--- src/hdl/irr_pkg.sv ---
// Package for the infrared remote carrier transmit/receive unit
package irr_pkg;
    // Register offsets (byte addresses)
    localparam logic [15:0] ADDR_CONFIG       = 16'h5340;
    localparam logic [15:0] ADDR_CARRIER      = 16'h5342;
    localparam logic [15:0] ADDR_LENGTH       = 16'h5344;
    localparam logic [15:0] ADDR_INTERRUPT    = 16'h5346;
    // Config field positions
    localparam int CFG_CAR_DIV_LSB  = 12;
    localparam int CFG_LEN_DIV_LSB  = 8;
    localparam int CFG_DIR_BIT      = 1;
    localparam int CFG_EN_BIT       = 0;
    // Carrier field positions
    localparam int CAR_LOW_LSB      = 8;
    localparam int CAR_HIGH_LSB     = 0;
    // Length counter field positions
    localparam int LEN_COUNT_LSB    = 8;
    localparam int LEN_LEVEL_BIT    = 0;
    // Interrupt control field positions
    localparam int INT_FALL_FLAG    = 10;
    localparam int INT_RISE_FLAG    = 9;
    localparam int INT_UFL_FLAG     = 8;
    localparam int INT_FALL_EN      = 2;
    localparam int INT_RISE_EN      = 1;
    localparam int INT_UFL_EN       = 0;
    // Reset values, reserved divider code and prescaler width
    localparam logic [3:0] DIV_RESET     = 4'h0;
    localparam logic [5:0] PHASE_RESET   = 6'h00;
    localparam logic [7:0] COUNT_RESET   = 8'h00;
    localparam logic [3:0] DIV_RESERVED  = 4'hF;
    localparam int         PRESCALE_BITS = 14;

    typedef enum logic {
        IRR_DIR_TX,
        IRR_DIR_RX
    } irr_dir_t;

    typedef struct packed {
        logic [3:0] car_div;
        logic [3:0] len_div;
        irr_dir_t   dir;
        logic       enable;
    } irr_cfg_t;

    typedef struct packed {
        logic fall;
        logic rise;
        logic ufl;
    } irr_cause_t;
endpackage

--- src/hdl/irr_unit.sv ---
// Infrared remote carrier transmit/receive unit
`timescale 1ns/100ps
module irr_unit (
    // Clock and reset
    input  wire logic        clk,
    input  wire logic        rstn,
    // Register port
    input  wire logic [15:0] addr,
    input  wire logic [15:0] wdata,
    input  wire logic        wr,
    input  wire logic        rd,
    output logic      [15:0] rdata,
    // Infrared pins and interrupt
    input  wire logic        ir_input_pin,
    output logic             ir_output_pin,
    output logic             irq
);
    irr_pkg::irr_cfg_t   cfg;
    logic [5:0]          carrier_low_len;
    logic [5:0]          carrier_high_len;
    logic [7:0]          pulse_length_count;
    logic                pulse_level_bit;
    irr_pkg::irr_cause_t flags;
    irr_pkg::irr_cause_t irq_en;
    logic [13:0]         prescale;
    logic [13:0]         prescale_q;
    logic                car_tick;
    logic                len_tick;
    logic [2:0]          pin_sync;
    logic                pin_level;
    logic [1:0]          samp;
    logic                rx_level;
    logic                rise_evt;
    logic                fall_evt;
    logic                ufl_evt;
    logic [5:0]          phase_cnt;
    logic                carrier;
    logic                active;
    logic                tx_mode;
    logic                rx_mode;
    logic                count_run;

    // Tick when all divider bits below the code were ones; code 0 ticks always, code F never
    function automatic logic div_tick(input logic [13:0] pre,
                                      input logic [3:0]  code);
        logic [13:0] mask;
        mask = 14'h0000;
        if (code == irr_pkg::DIV_RESERVED) begin
            div_tick = 1'b0;
        end else begin
            mask = 14'(({15'h0000, 1'b1} << code) - 16'h0001);
            div_tick = ((pre & mask) == mask);
        end
    endfunction

    assign active  = cfg.enable;
    assign tx_mode = active && (cfg.dir == irr_pkg::IRR_DIR_TX);
    assign rx_mode = active && (cfg.dir == irr_pkg::IRR_DIR_RX);
    assign car_tick = div_tick(prescale, cfg.car_div);
    assign len_tick = div_tick(prescale, cfg.len_div);
    assign prescale_q = prescale;

    // Shared prescaler, held cleared while stopped so ticks restart cleanly
    always_ff @(posedge clk or negedge rstn) begin
        if (!rstn) begin
            prescale <= 14'h0000;
        end else if (!active) begin
            prescale <= 14'h0000;
        end else begin
            prescale <= prescale_q + 14'h0001;
        end
    end

    // Three-stage pin synchroniser
    always_ff @(posedge clk or negedge rstn) begin
        if (!rstn) begin
            pin_sync <= 3'b000;
        end else begin
            pin_sync <= {pin_sync[1:0], ir_input_pin};
        end
    end

    always_ff @(posedge clk or negedge rstn) begin
        if (!rstn) begin
            pin_level <= 1'b0;
        end else if (pin_sync[1] == pin_sync[2]) begin
            pin_level <= pin_sync[2];
        end
    end

    // Carrier-clock sampling; two equal samples filter out glitches
    always_ff @(posedge clk or negedge rstn) begin
        if (!rstn) begin
            samp     <= 2'b00;
            rx_level <= 1'b0;
        end else if (!rx_mode) begin
            samp     <= {pin_level, pin_level};
            rx_level <= pin_level;
        end else if (car_tick) begin
            samp <= {samp[0], pin_level};
            if (samp[0] == pin_level && samp[1] != pin_level) begin
                rx_level <= pin_level;
            end
        end
    end

    assign rise_evt = rx_mode && car_tick && pin_level && samp[0]
                      && !samp[1] && !rx_level;
    assign fall_evt = rx_mode && car_tick && !pin_level && !samp[0]
                      && samp[1] && rx_level;

    // Carrier generator: high phase then low phase
    always_ff @(posedge clk or negedge rstn) begin
        if (!rstn) begin
            phase_cnt <= 6'h00;
            carrier   <= 1'b1;
        end else if (!tx_mode) begin
            phase_cnt <= 6'h00;
            carrier   <= 1'b1;
        end else if (car_tick) begin
            if (carrier && phase_cnt == carrier_high_len) begin
                phase_cnt <= 6'h00;
                carrier   <= 1'b0;
            end else if (!carrier && phase_cnt == carrier_low_len) begin
                phase_cnt <= 6'h00;
                carrier   <= 1'b1;
            end else begin
                phase_cnt <= phase_cnt + 6'h01;
            end
        end
    end

    // Transmit pin driven from a flop
    always_ff @(posedge clk or negedge rstn) begin
        if (!rstn) begin
            ir_output_pin <= 1'b0;
        end else begin
            ir_output_pin <= tx_mode && pulse_level_bit && carrier;
        end
    end

    // Configuration and carrier registers
    always_ff @(posedge clk or negedge rstn) begin
        if (!rstn) begin
            cfg.car_div      <= irr_pkg::DIV_RESET;
            cfg.len_div      <= irr_pkg::DIV_RESET;
            cfg.dir          <= irr_pkg::IRR_DIR_TX;
            cfg.enable       <= 1'b0;
            carrier_low_len  <= irr_pkg::PHASE_RESET;
            carrier_high_len <= irr_pkg::PHASE_RESET;
        end else if (wr && addr == irr_pkg::ADDR_CONFIG) begin
            cfg.car_div <= wdata[irr_pkg::CFG_CAR_DIV_LSB +: 4];
            cfg.len_div <= wdata[irr_pkg::CFG_LEN_DIV_LSB +: 4];
            cfg.dir     <= irr_pkg::irr_dir_t'(wdata[irr_pkg::CFG_DIR_BIT]);
            cfg.enable  <= wdata[irr_pkg::CFG_EN_BIT];
        end else if (wr && addr == irr_pkg::ADDR_CARRIER) begin
            carrier_low_len  <= wdata[irr_pkg::CAR_LOW_LSB +: 6];
            carrier_high_len <= wdata[irr_pkg::CAR_HIGH_LSB +: 6];
        end
    end

    // Data length counter; a write restarts it, zero holds
    assign count_run = pulse_length_count != irr_pkg::COUNT_RESET;
    assign ufl_evt   = active && len_tick
                       && pulse_length_count == 8'h01;

    always_ff @(posedge clk or negedge rstn) begin
        if (!rstn) begin
            pulse_length_count <= irr_pkg::COUNT_RESET;
        end else if (wr && addr == irr_pkg::ADDR_LENGTH) begin
            pulse_length_count <= wdata[irr_pkg::LEN_COUNT_LSB +: 8];
        end else if (active && len_tick && count_run) begin
            pulse_length_count <= pulse_length_count - 8'h01;
        end
    end

    // Level bit: software-written in transmit, follows input in receive
    always_ff @(posedge clk or negedge rstn) begin
        if (!rstn) begin
            pulse_level_bit <= 1'b0;
        end else if (rx_mode) begin
            pulse_level_bit <= rx_level;
        end else if (wr && addr == irr_pkg::ADDR_LENGTH) begin
            pulse_level_bit <= wdata[irr_pkg::LEN_LEVEL_BIT];
        end
    end

    // Interrupt enables
    always_ff @(posedge clk or negedge rstn) begin
        if (!rstn) begin
            irq_en <= 3'b000;
        end else if (wr && addr == irr_pkg::ADDR_INTERRUPT) begin
            irq_en.fall <= wdata[irr_pkg::INT_FALL_EN];
            irq_en.rise <= wdata[irr_pkg::INT_RISE_EN];
            irq_en.ufl  <= wdata[irr_pkg::INT_UFL_EN];
        end
    end

    // Sticky flags; a new event wins over a same-cycle clear
    always_ff @(posedge clk or negedge rstn) begin
        if (!rstn) begin
            flags <= 3'b000;
        end else begin
            if (ufl_evt) begin
                flags.ufl <= 1'b1;
            end else if (wr && addr == irr_pkg::ADDR_INTERRUPT
                         && wdata[irr_pkg::INT_UFL_FLAG]) begin
                flags.ufl <= 1'b0;
            end
            if (rise_evt) begin
                flags.rise <= 1'b1;
            end else if (wr && addr == irr_pkg::ADDR_INTERRUPT
                         && wdata[irr_pkg::INT_RISE_FLAG]) begin
                flags.rise <= 1'b0;
            end
            if (fall_evt) begin
                flags.fall <= 1'b1;
            end else if (wr && addr == irr_pkg::ADDR_INTERRUPT
                         && wdata[irr_pkg::INT_FALL_FLAG]) begin
                flags.fall <= 1'b0;
            end
        end
    end

    // Registered interrupt, one cycle after the flag
    always_ff @(posedge clk or negedge rstn) begin
        if (!rstn) begin
            irq <= 1'b0;
        end else begin
            irq <= |(flags & irq_en);
        end
    end

    // Read data one cycle after the strobe, zero otherwise
    always_ff @(posedge clk or negedge rstn) begin
        if (!rstn) begin
            rdata <= 16'h0000;
        end else if (!rd) begin
            rdata <= 16'h0000;
        end else begin
            case (addr)
                irr_pkg::ADDR_CONFIG:
                    rdata <= {cfg.car_div, cfg.len_div, 6'h00,
                              cfg.dir, cfg.enable};
                irr_pkg::ADDR_CARRIER:
                    rdata <= {2'h0, carrier_low_len, 2'h0, carrier_high_len};
                irr_pkg::ADDR_LENGTH:
                    rdata <= {pulse_length_count, 7'h00, pulse_level_bit};
                irr_pkg::ADDR_INTERRUPT:
                    rdata <= {5'h00, flags, 5'h00, irq_en};
                default:
                    rdata <= 16'h0000;
            endcase
        end
    end

    a_irq_gating: assert property (@(posedge clk) disable iff (!rstn)
        ##1 irq == $past(|(flags & irq_en)))
        else $error("irq does not follow enabled flags");

    a_ufl_masked: assert property (@(posedge clk) disable iff (!rstn)
        (flags == 3'b001 && !irq_en.ufl) |=> !irq)
        else $error("masked underflow reached irq");

    a_rise_masked: assert property (@(posedge clk) disable iff (!rstn)
        (flags == 3'b010 && !irq_en.rise) |=> !irq)
        else $error("masked rising edge reached irq");

    a_fall_masked: assert property (@(posedge clk) disable iff (!rstn)
        (flags == 3'b100 && !irq_en.fall) |=> !irq)
        else $error("masked falling edge reached irq");

    a_ufl_sets: assert property (@(posedge clk) disable iff (!rstn)
        (ufl_evt && !(wr && addr == irr_pkg::ADDR_LENGTH))
            |=> flags.ufl && pulse_length_count == 8'h00)
        else $error("underflow did not set flag");

    a_count_holds: assert property (@(posedge clk) disable iff (!rstn)
        (pulse_length_count == 8'h00 && !wr) |=> pulse_length_count == 8'h00)
        else $error("counter wrapped");

    a_count_load: assert property (@(posedge clk) disable iff (!rstn)
        (wr && addr == irr_pkg::ADDR_LENGTH)
            |=> pulse_length_count == $past(wdata[15:8]))
        else $error("counter not loaded");

    a_flag_clear: assert property (@(posedge clk) disable iff (!rstn)
        (wr && addr == irr_pkg::ADDR_INTERRUPT && wdata[9] && !rise_evt)
            |=> !flags.rise)
        else $error("rise flag not cleared");

    a_pin_idle: assert property (@(posedge clk) disable iff (!rstn)
        (!tx_mode || !pulse_level_bit) |=> !ir_output_pin)
        else $error("output pin active while idle");

    a_rise_sets: assert property (@(posedge clk) disable iff (!rstn)
        rise_evt |=> flags.rise && rx_level)
        else $error("rise flag not set");

    a_fall_sets: assert property (@(posedge clk) disable iff (!rstn)
        fall_evt |=> flags.fall && !rx_level)
        else $error("fall flag not set");

    a_read_config: assert property (@(posedge clk) disable iff (!rstn)
        (rd && addr == irr_pkg::ADDR_CONFIG)
            |=> rdata[1:0] == $past({cfg.dir, cfg.enable}))
        else $error("config readback wrong");
endmodule // irr_unit

--- config.mk ---
export PLATFORM = sky130hd
export DESIGN_NAME = irr_unit
export DESIGN_NICKNAME = d
export VERILOG_FILES = /design/src/hdl/irr_pkg.sv /design/src/hdl/irr_unit.sv
export SDC_FILE = /design/constraint.sdc
export NUM_CORES = 1
export LEC_CHECK = 0
export BUFFER_PORTS_ARGS = -buffer_cell sky130_fd_sc_hd__buf_2
export CORE_UTILIZATION = 52
export CTS_CLUSTER_SIZE = 20
export DETAILED_ROUTE_END_ITERATION = 8
export GPL_TIMING_DRIVEN = 0
export PLACE_DENSITY = 0.76
export SETUP_SLACK_MARGIN = 0.3
export SYNTH_ARGS = -nofsm -noshare
export SYNTH_HDL_FRONTEND = slang
export SYNTH_SLANG_ARGS = --single-unit
--- constraint.sdc ---
create_clock -name clk -period 3.1 [get_ports clk]
set_input_delay 0.62 -clock clk [delete_from_list [all_inputs] [get_ports clk]]
set_output_delay 0.62 -clock clk [all_outputs]
set_load 0.1 [all_outputs]
Word-level counts from Yosys, hierarchy flattened
Cells that the tools add are included.

word-level totals
  output and inout port bits = 18
  register bits after elaboration = 83
  input port bits = 37
  word-level logic and storage cells = 123

cells by class
  multiplexer cells = 28
  equal/unequal tests = 18
  shifts and indexed selects = 2
  bitwise gates (word level) = 5
  add/sub/neg operators = 5
  reduce and logical (&&, ||, !) cells = 41

operators by type and width
  cell                   number
  $eq 16x15->1 const B   4
  $pmux 16 s4            1
  $and 14x14->14         2
  $eq 14x14->1           2
  $shl 1x4->14 const A   2
  $sub 14x1->14 const B  2
  $logic_and 1x1->1      26
  $mux 6                 4
  $mux 1                 17
  $mux 16                1
  $mux 8                 2
  $add 14x1->14 const B  1
  $mux 14                1
  $eq 6x6->1             2
  $reduce_bool 2->1      5
  $eq 4x4->1 const B     2
  $eq 8x1->1 const B     1
  $reduce_bool 8->1      1
  $sub 8x1->8 const B    1
  $add 6x1->6 const B    1
  $reduce_and 2->1       3
  $logic_not 1->1        5
  $mux 2                 2
  $ne 2x2->1 const B     2
  7 further kinds        9

Depth between registers and ports, before layout
  word-level depth = 11
  gate-level depth with buffers = 13
  mapped depth without buffers = 9

Worst setup path after synthesis
No wires, ideal clock.

  path kind = reg2reg
  start = register cfg[4] (netlist bit)
  end = register pulse_length_count[7]
  data required time = 3018 ps
  path slack = 13 ps
  library setup time = 82 ps
  clock period less this slack = 3087 ps
  arrival time = 3006 ps
  buffers on the path = 1
  stages on the path, launching flop included = 10
  cells stage by stage = dfrtp_1 > or4_4 > ha_1 > clkbuf_1 > nor3b_1 > o21ai_0 > nor4bb_1 > nand3_1 > or4_1 > a31oi_1

between the ends
  word-level cells in the longest chain between the ends = 8
  elaborated cells between the ends (all ways) = 9
  those cells by class = 1 x add/sub; 2 x eq/ne; 1 x shift; 1 x mux; 1 x bitwise; 3 x reduce/logical

RTL lines
  what                                 line             source
  start, declared                      irr_unit.sv:18   irr_pkg::irr_cfg_t cfg;
  $shl 1x4->14                         irr_unit.sv:51   mask = 14'(({15'h0000, 1'b1} << code) - 16'h0001);
  $sub 14x1->14                        irr_unit.sv:51
  $and 14x14->14                       irr_unit.sv:52   div_tick = ((pre & mask) == mask);
  $eq 14x14->1                         irr_unit.sv:52
  $mux 1 (*)                           irr_unit.sv:48   if (code == irr_pkg::DIV_RESERVED) begin
  $logic_and 1x1->1 (*) (2 in series)  irr_unit.sv:172  end else if (active && len_tick && count_run) begin
  $reduce_bool 2->1 (no line) (*)      --
  end signal, assigned                 irr_unit.sv:169  pulse_length_count <= irr_pkg::COUNT_RESET;
  end signal, assigned                 irr_unit.sv:171  pulse_length_count <= wdata[irr_pkg::LEN_COUNT_LSB +: 8];
  end signal, assigned                 irr_unit.sv:173  pulse_length_count <= pulse_length_count - 8'h01;
  end, declared                        irr_unit.sv:21   logic [7:0] pulse_length_count;

Every way passes the cells marked *; elsewhere a longest branch is shown, timed or not.
A chain may end at the register's enable or synchronous reset.

Worst setup path in the final report
Ends and elaborated chain as after synthesis.

==> results.ini <==
[power_and_ir_drop]
vdd_ir_drop_max_mv = 0.199
p_total_w = 0.00193
p_leak_nw = 2.37
pwr_density_cell_nw_per_um2 = 366

[floorplan]
fp.dieH_um = 93.6
die_x_um = 93.6
fp.dieArea_um2 = 8770
ios = 55
start_util_pct = 53.4
coreArea_um2 = 8180
rows = 33

[synthesis]
syn_area_um2 = 4370
ys_seq_area_share_pct = 46.5
ys_ff_latch = 81
synth_warnings = 0
syn_avg_cell_area_um2 = 9.94
synth_cell_types = 63
synth_edf_count = 0
ys_async_sr_fraction_pct = 100
synth_ff_type = dfrtp_1
syn_inst = 439

[drt]
dr.pass1.iters = 7
ant_nets = 0
vias = 3814
viasPerCell = 6.08
first_iter_violations = 346
route.detailed.drc = 0
routedWlPerCell_um = 17.9
wl_um = 11200

[worst_setup_path]
critPathRequiredTime_ps = 3380
cpMostUsedCell = or4_4
cp_max_fo = 8
r2r_end = pulse_length_count[7]
r2r_start = cfg[4]
worstSetupStartpoint = cfg[4]
crit_type = reg2reg
rr_worst_depth = 9
arrival_ps = 3260
r2r_slack_ps = 130
max_stage_delay_ps = 560
crit_chain = or4_4 > ha_4 > buf_8 > a21oi_2 > o221ai_2 > or4_4 > buf_6 > or4_1 > a31oi_1
startpoint_type = register
endpoint = pulse_length_count[7]
critPathSlowestCell = or4_4
crit_path_end_kind = register

[placed_design]
dp.cells = 596
place_ws_ps = -182
port_buffers = 50
gp_congestion = 0.840
place_hpwl_um = 7740

[clocking]
clk_latency_ps = 360
clk_pin_slew_worst_paths_ps = 100
htreeDepth = 3
clock_path_buffers = 2
cts_tree = yes
cts.sinks = 81
numCtsBuffers = 9
root_buffer = clkbuf_8

[global_routing]
grt_max_degree = 45
grt_pass1_wl_um = 18000
gr-usage-all-layers_pct = 26.9
antenna_found_initial = 0
grt_remaining_overflow = 0
grt_pass1_vias = 3691

[sta]
worst-slew-pin-transition_ps = 878
finalCritPeriodShare_pct = 96.0
max-slew-margin-rel_pct = 41.3
clock.fmax_mhz = 336
clock-skew-final_ps = 16.1
fin_ws_ps = 125
holdWs_ps = 237
rsz0062_at_grt = true
setup_viol = 0
report.final.hold_viol_count = 0
fin_crit_ps = 2970
slew_viol_final = 0

[layout]
areaGrowthSynthToFinish_pct = 21.2
drive_gt1_share_pct = 28.2
antenna_cells = 0
fin_nets = 560
instances_no_fill = 627

[worst_hold_path]
min_path_type = in2async

[run_status]
status = completed

[run]
drv_cap = 0

==> where the power goes <==
part           internal (W)  switching, W
Sequential          0.00106    0.00000757
Combinational     0.0000279     0.0000521
Clock              0.000365      0.000418
Total               0.00146      0.000478
==> critical path: cells and delay by family, from the launching register on <==
kind	cells	cell delay, ps
and+or+nand+nor	3	1560
AOI/OAI and AO/OA	3	440
adders and majority gates	1	200
buffers and inverters	2	280
DFF	1	420
==> final cells by class <==
class | instances | area, um2
sequential | 81 | 2030
multi-input combinational | 318 | 2310
clock inverter | 4 | 33.8
timing repair buffer | 66 | 390
clock buffer | 12 | 165
inverter | 14 | 55.1
tap | 105 | 131
fill | 641 | 2890
buffer | 27 | 174
==> sequential cells by signal, indices dropped and copies added, names as in the netlist <==
signal / cells
irq_en: 3
pulse_length_count: 8
ir_output_pin: 1
irq: 1
phase_cnt: 6
carrier_high_len: 6
rx_level: 1
active: 1
pulse_level_bit: 1
cfg: 9
rdata: 14
prescale: 14
carrier: 1
pin_sync: 3
flags: 3
pin_level: 1
carrier_low_len: 6
samp: 2
==> worst min-delay path by stage <==
stage	start	endpoint	slack, ps	depth (start not counted)
4_1_cts	rstn	rdata[3]	260	1
3_5_place_dp	pin_sync[0]	pin_sync[1]	340	0
5_1_grt	rstn	rdata[3]	270	1
6_report	rstn	rdata[3]	240	1
3_3_place_gp	pin_sync[0]	pin_sync[1]	330	0
2_1_floorplan	rstn	active	320	0
==> layer usage <==
metal,wire (um),vias up,track usage [%]
met5,0,-,0
met4,336,0,11.4
met3,553,32,4.72
met2,5530,154,45.3
met1,4780,1856,34.0
li1,-,1772,-
==> cell usage after synthesis (all sizes together) (6+ instances only) <==
cell / number / share of area [%]
nor3b: 7 / 1.2
o21ai: 24 / 2.8
nor4: 7 / 1.0
buf: 7 / 0.89
a21oi: 12 / 1.4
nor2: 26 / 2.2
nand3: 16 / 1.8
inv: 14 / 1.2
a222oi: 9 / 2.1
nand2: 29 / 2.5
mux2: 23 / 5.9
and2: 15 / 2.1
or3: 9 / 1.3
clkbuf: 20 / 1.7
or4: 6 / 1.1
xnor2: 12 / 2.4
and3: 10 / 1.4
xor2: 11 / 2.2
a31oi: 8 / 1.1
dfrtp: 80 / 46
nor2b: 8 / 1.1
nor3: 10 / 1.1
ha: 6 / 1.7
==> metrics by stage <==
step,utilization (%),area [um2],TNS (ps)
CTS,63.1,5160,0
global placement,58.7,4800,-544
floorplan,-,4420,0
global route,64.7,5290,0
finish,64.7,5290,0
detailed placement,59.0,4820,-1130
==> cell families after synthesis <==
logic type	synth area share, %
multiplexers	6.62
AND/OR/NAND/NOR	21.6
flip-flops	46.5
AO/OA/AOI/OAI	14.8
other	0.0859
adder cells (fa/ha/maj)	1.95
buffers and inverters	3.81
XOR/XNOR	4.61
==> layout by cell type (no fill, tap or decap), types with 7 or more instances in the layout <==
| master | Yosys | routed |
|---|---|---|
| nor2b_1 | 8 | 8 |
| a31oi_1 | 8 | 7 |
| buf_6 | 0 | 7 |
| nand2_1 | 29 | 27 |
| buf_4 | 2 | 15 |
| nor3_1 | 10 | 9 |
| or3_1 | 9 | 8 |
| nor3b_1 | 7 | 7 |
| nor2_1 | 26 | 25 |
| nand3_1 | 16 | 15 |
| dfrtp_1 | 80 | 79 |
| a21oi_1 | 12 | 10 |
| buf_2 | 4 | 52 |
| and3_1 | 10 | 10 |
| clkbuf_1 | 20 | 12 |
| clkbuf_8 | 0 | 13 |
| a222oi_1 | 9 | 9 |
| xor2_1 | 11 | 11 |
| o21ai_0 | 24 | 19 |
| inv_1 | 14 | 13 |
| and2_1 | 13 | 13 |
| xnor2_1 | 12 | 12 |
| mux2_2 | 23 | 23 |
==> timing repair <==
| action | 4_1_cts | 5_1_grt |
|---|---|---|
| hold buffers | 0 | 0 |
| pin swaps | 17 | 13 |
| setup endpoints to repair | 21 | 21 |
| cloned | 1 | 0 |
| gates resized for setup | 22 | 32 |
| buffers inserted | 8 | 6 |
Power figures use the tool's default switching activity.
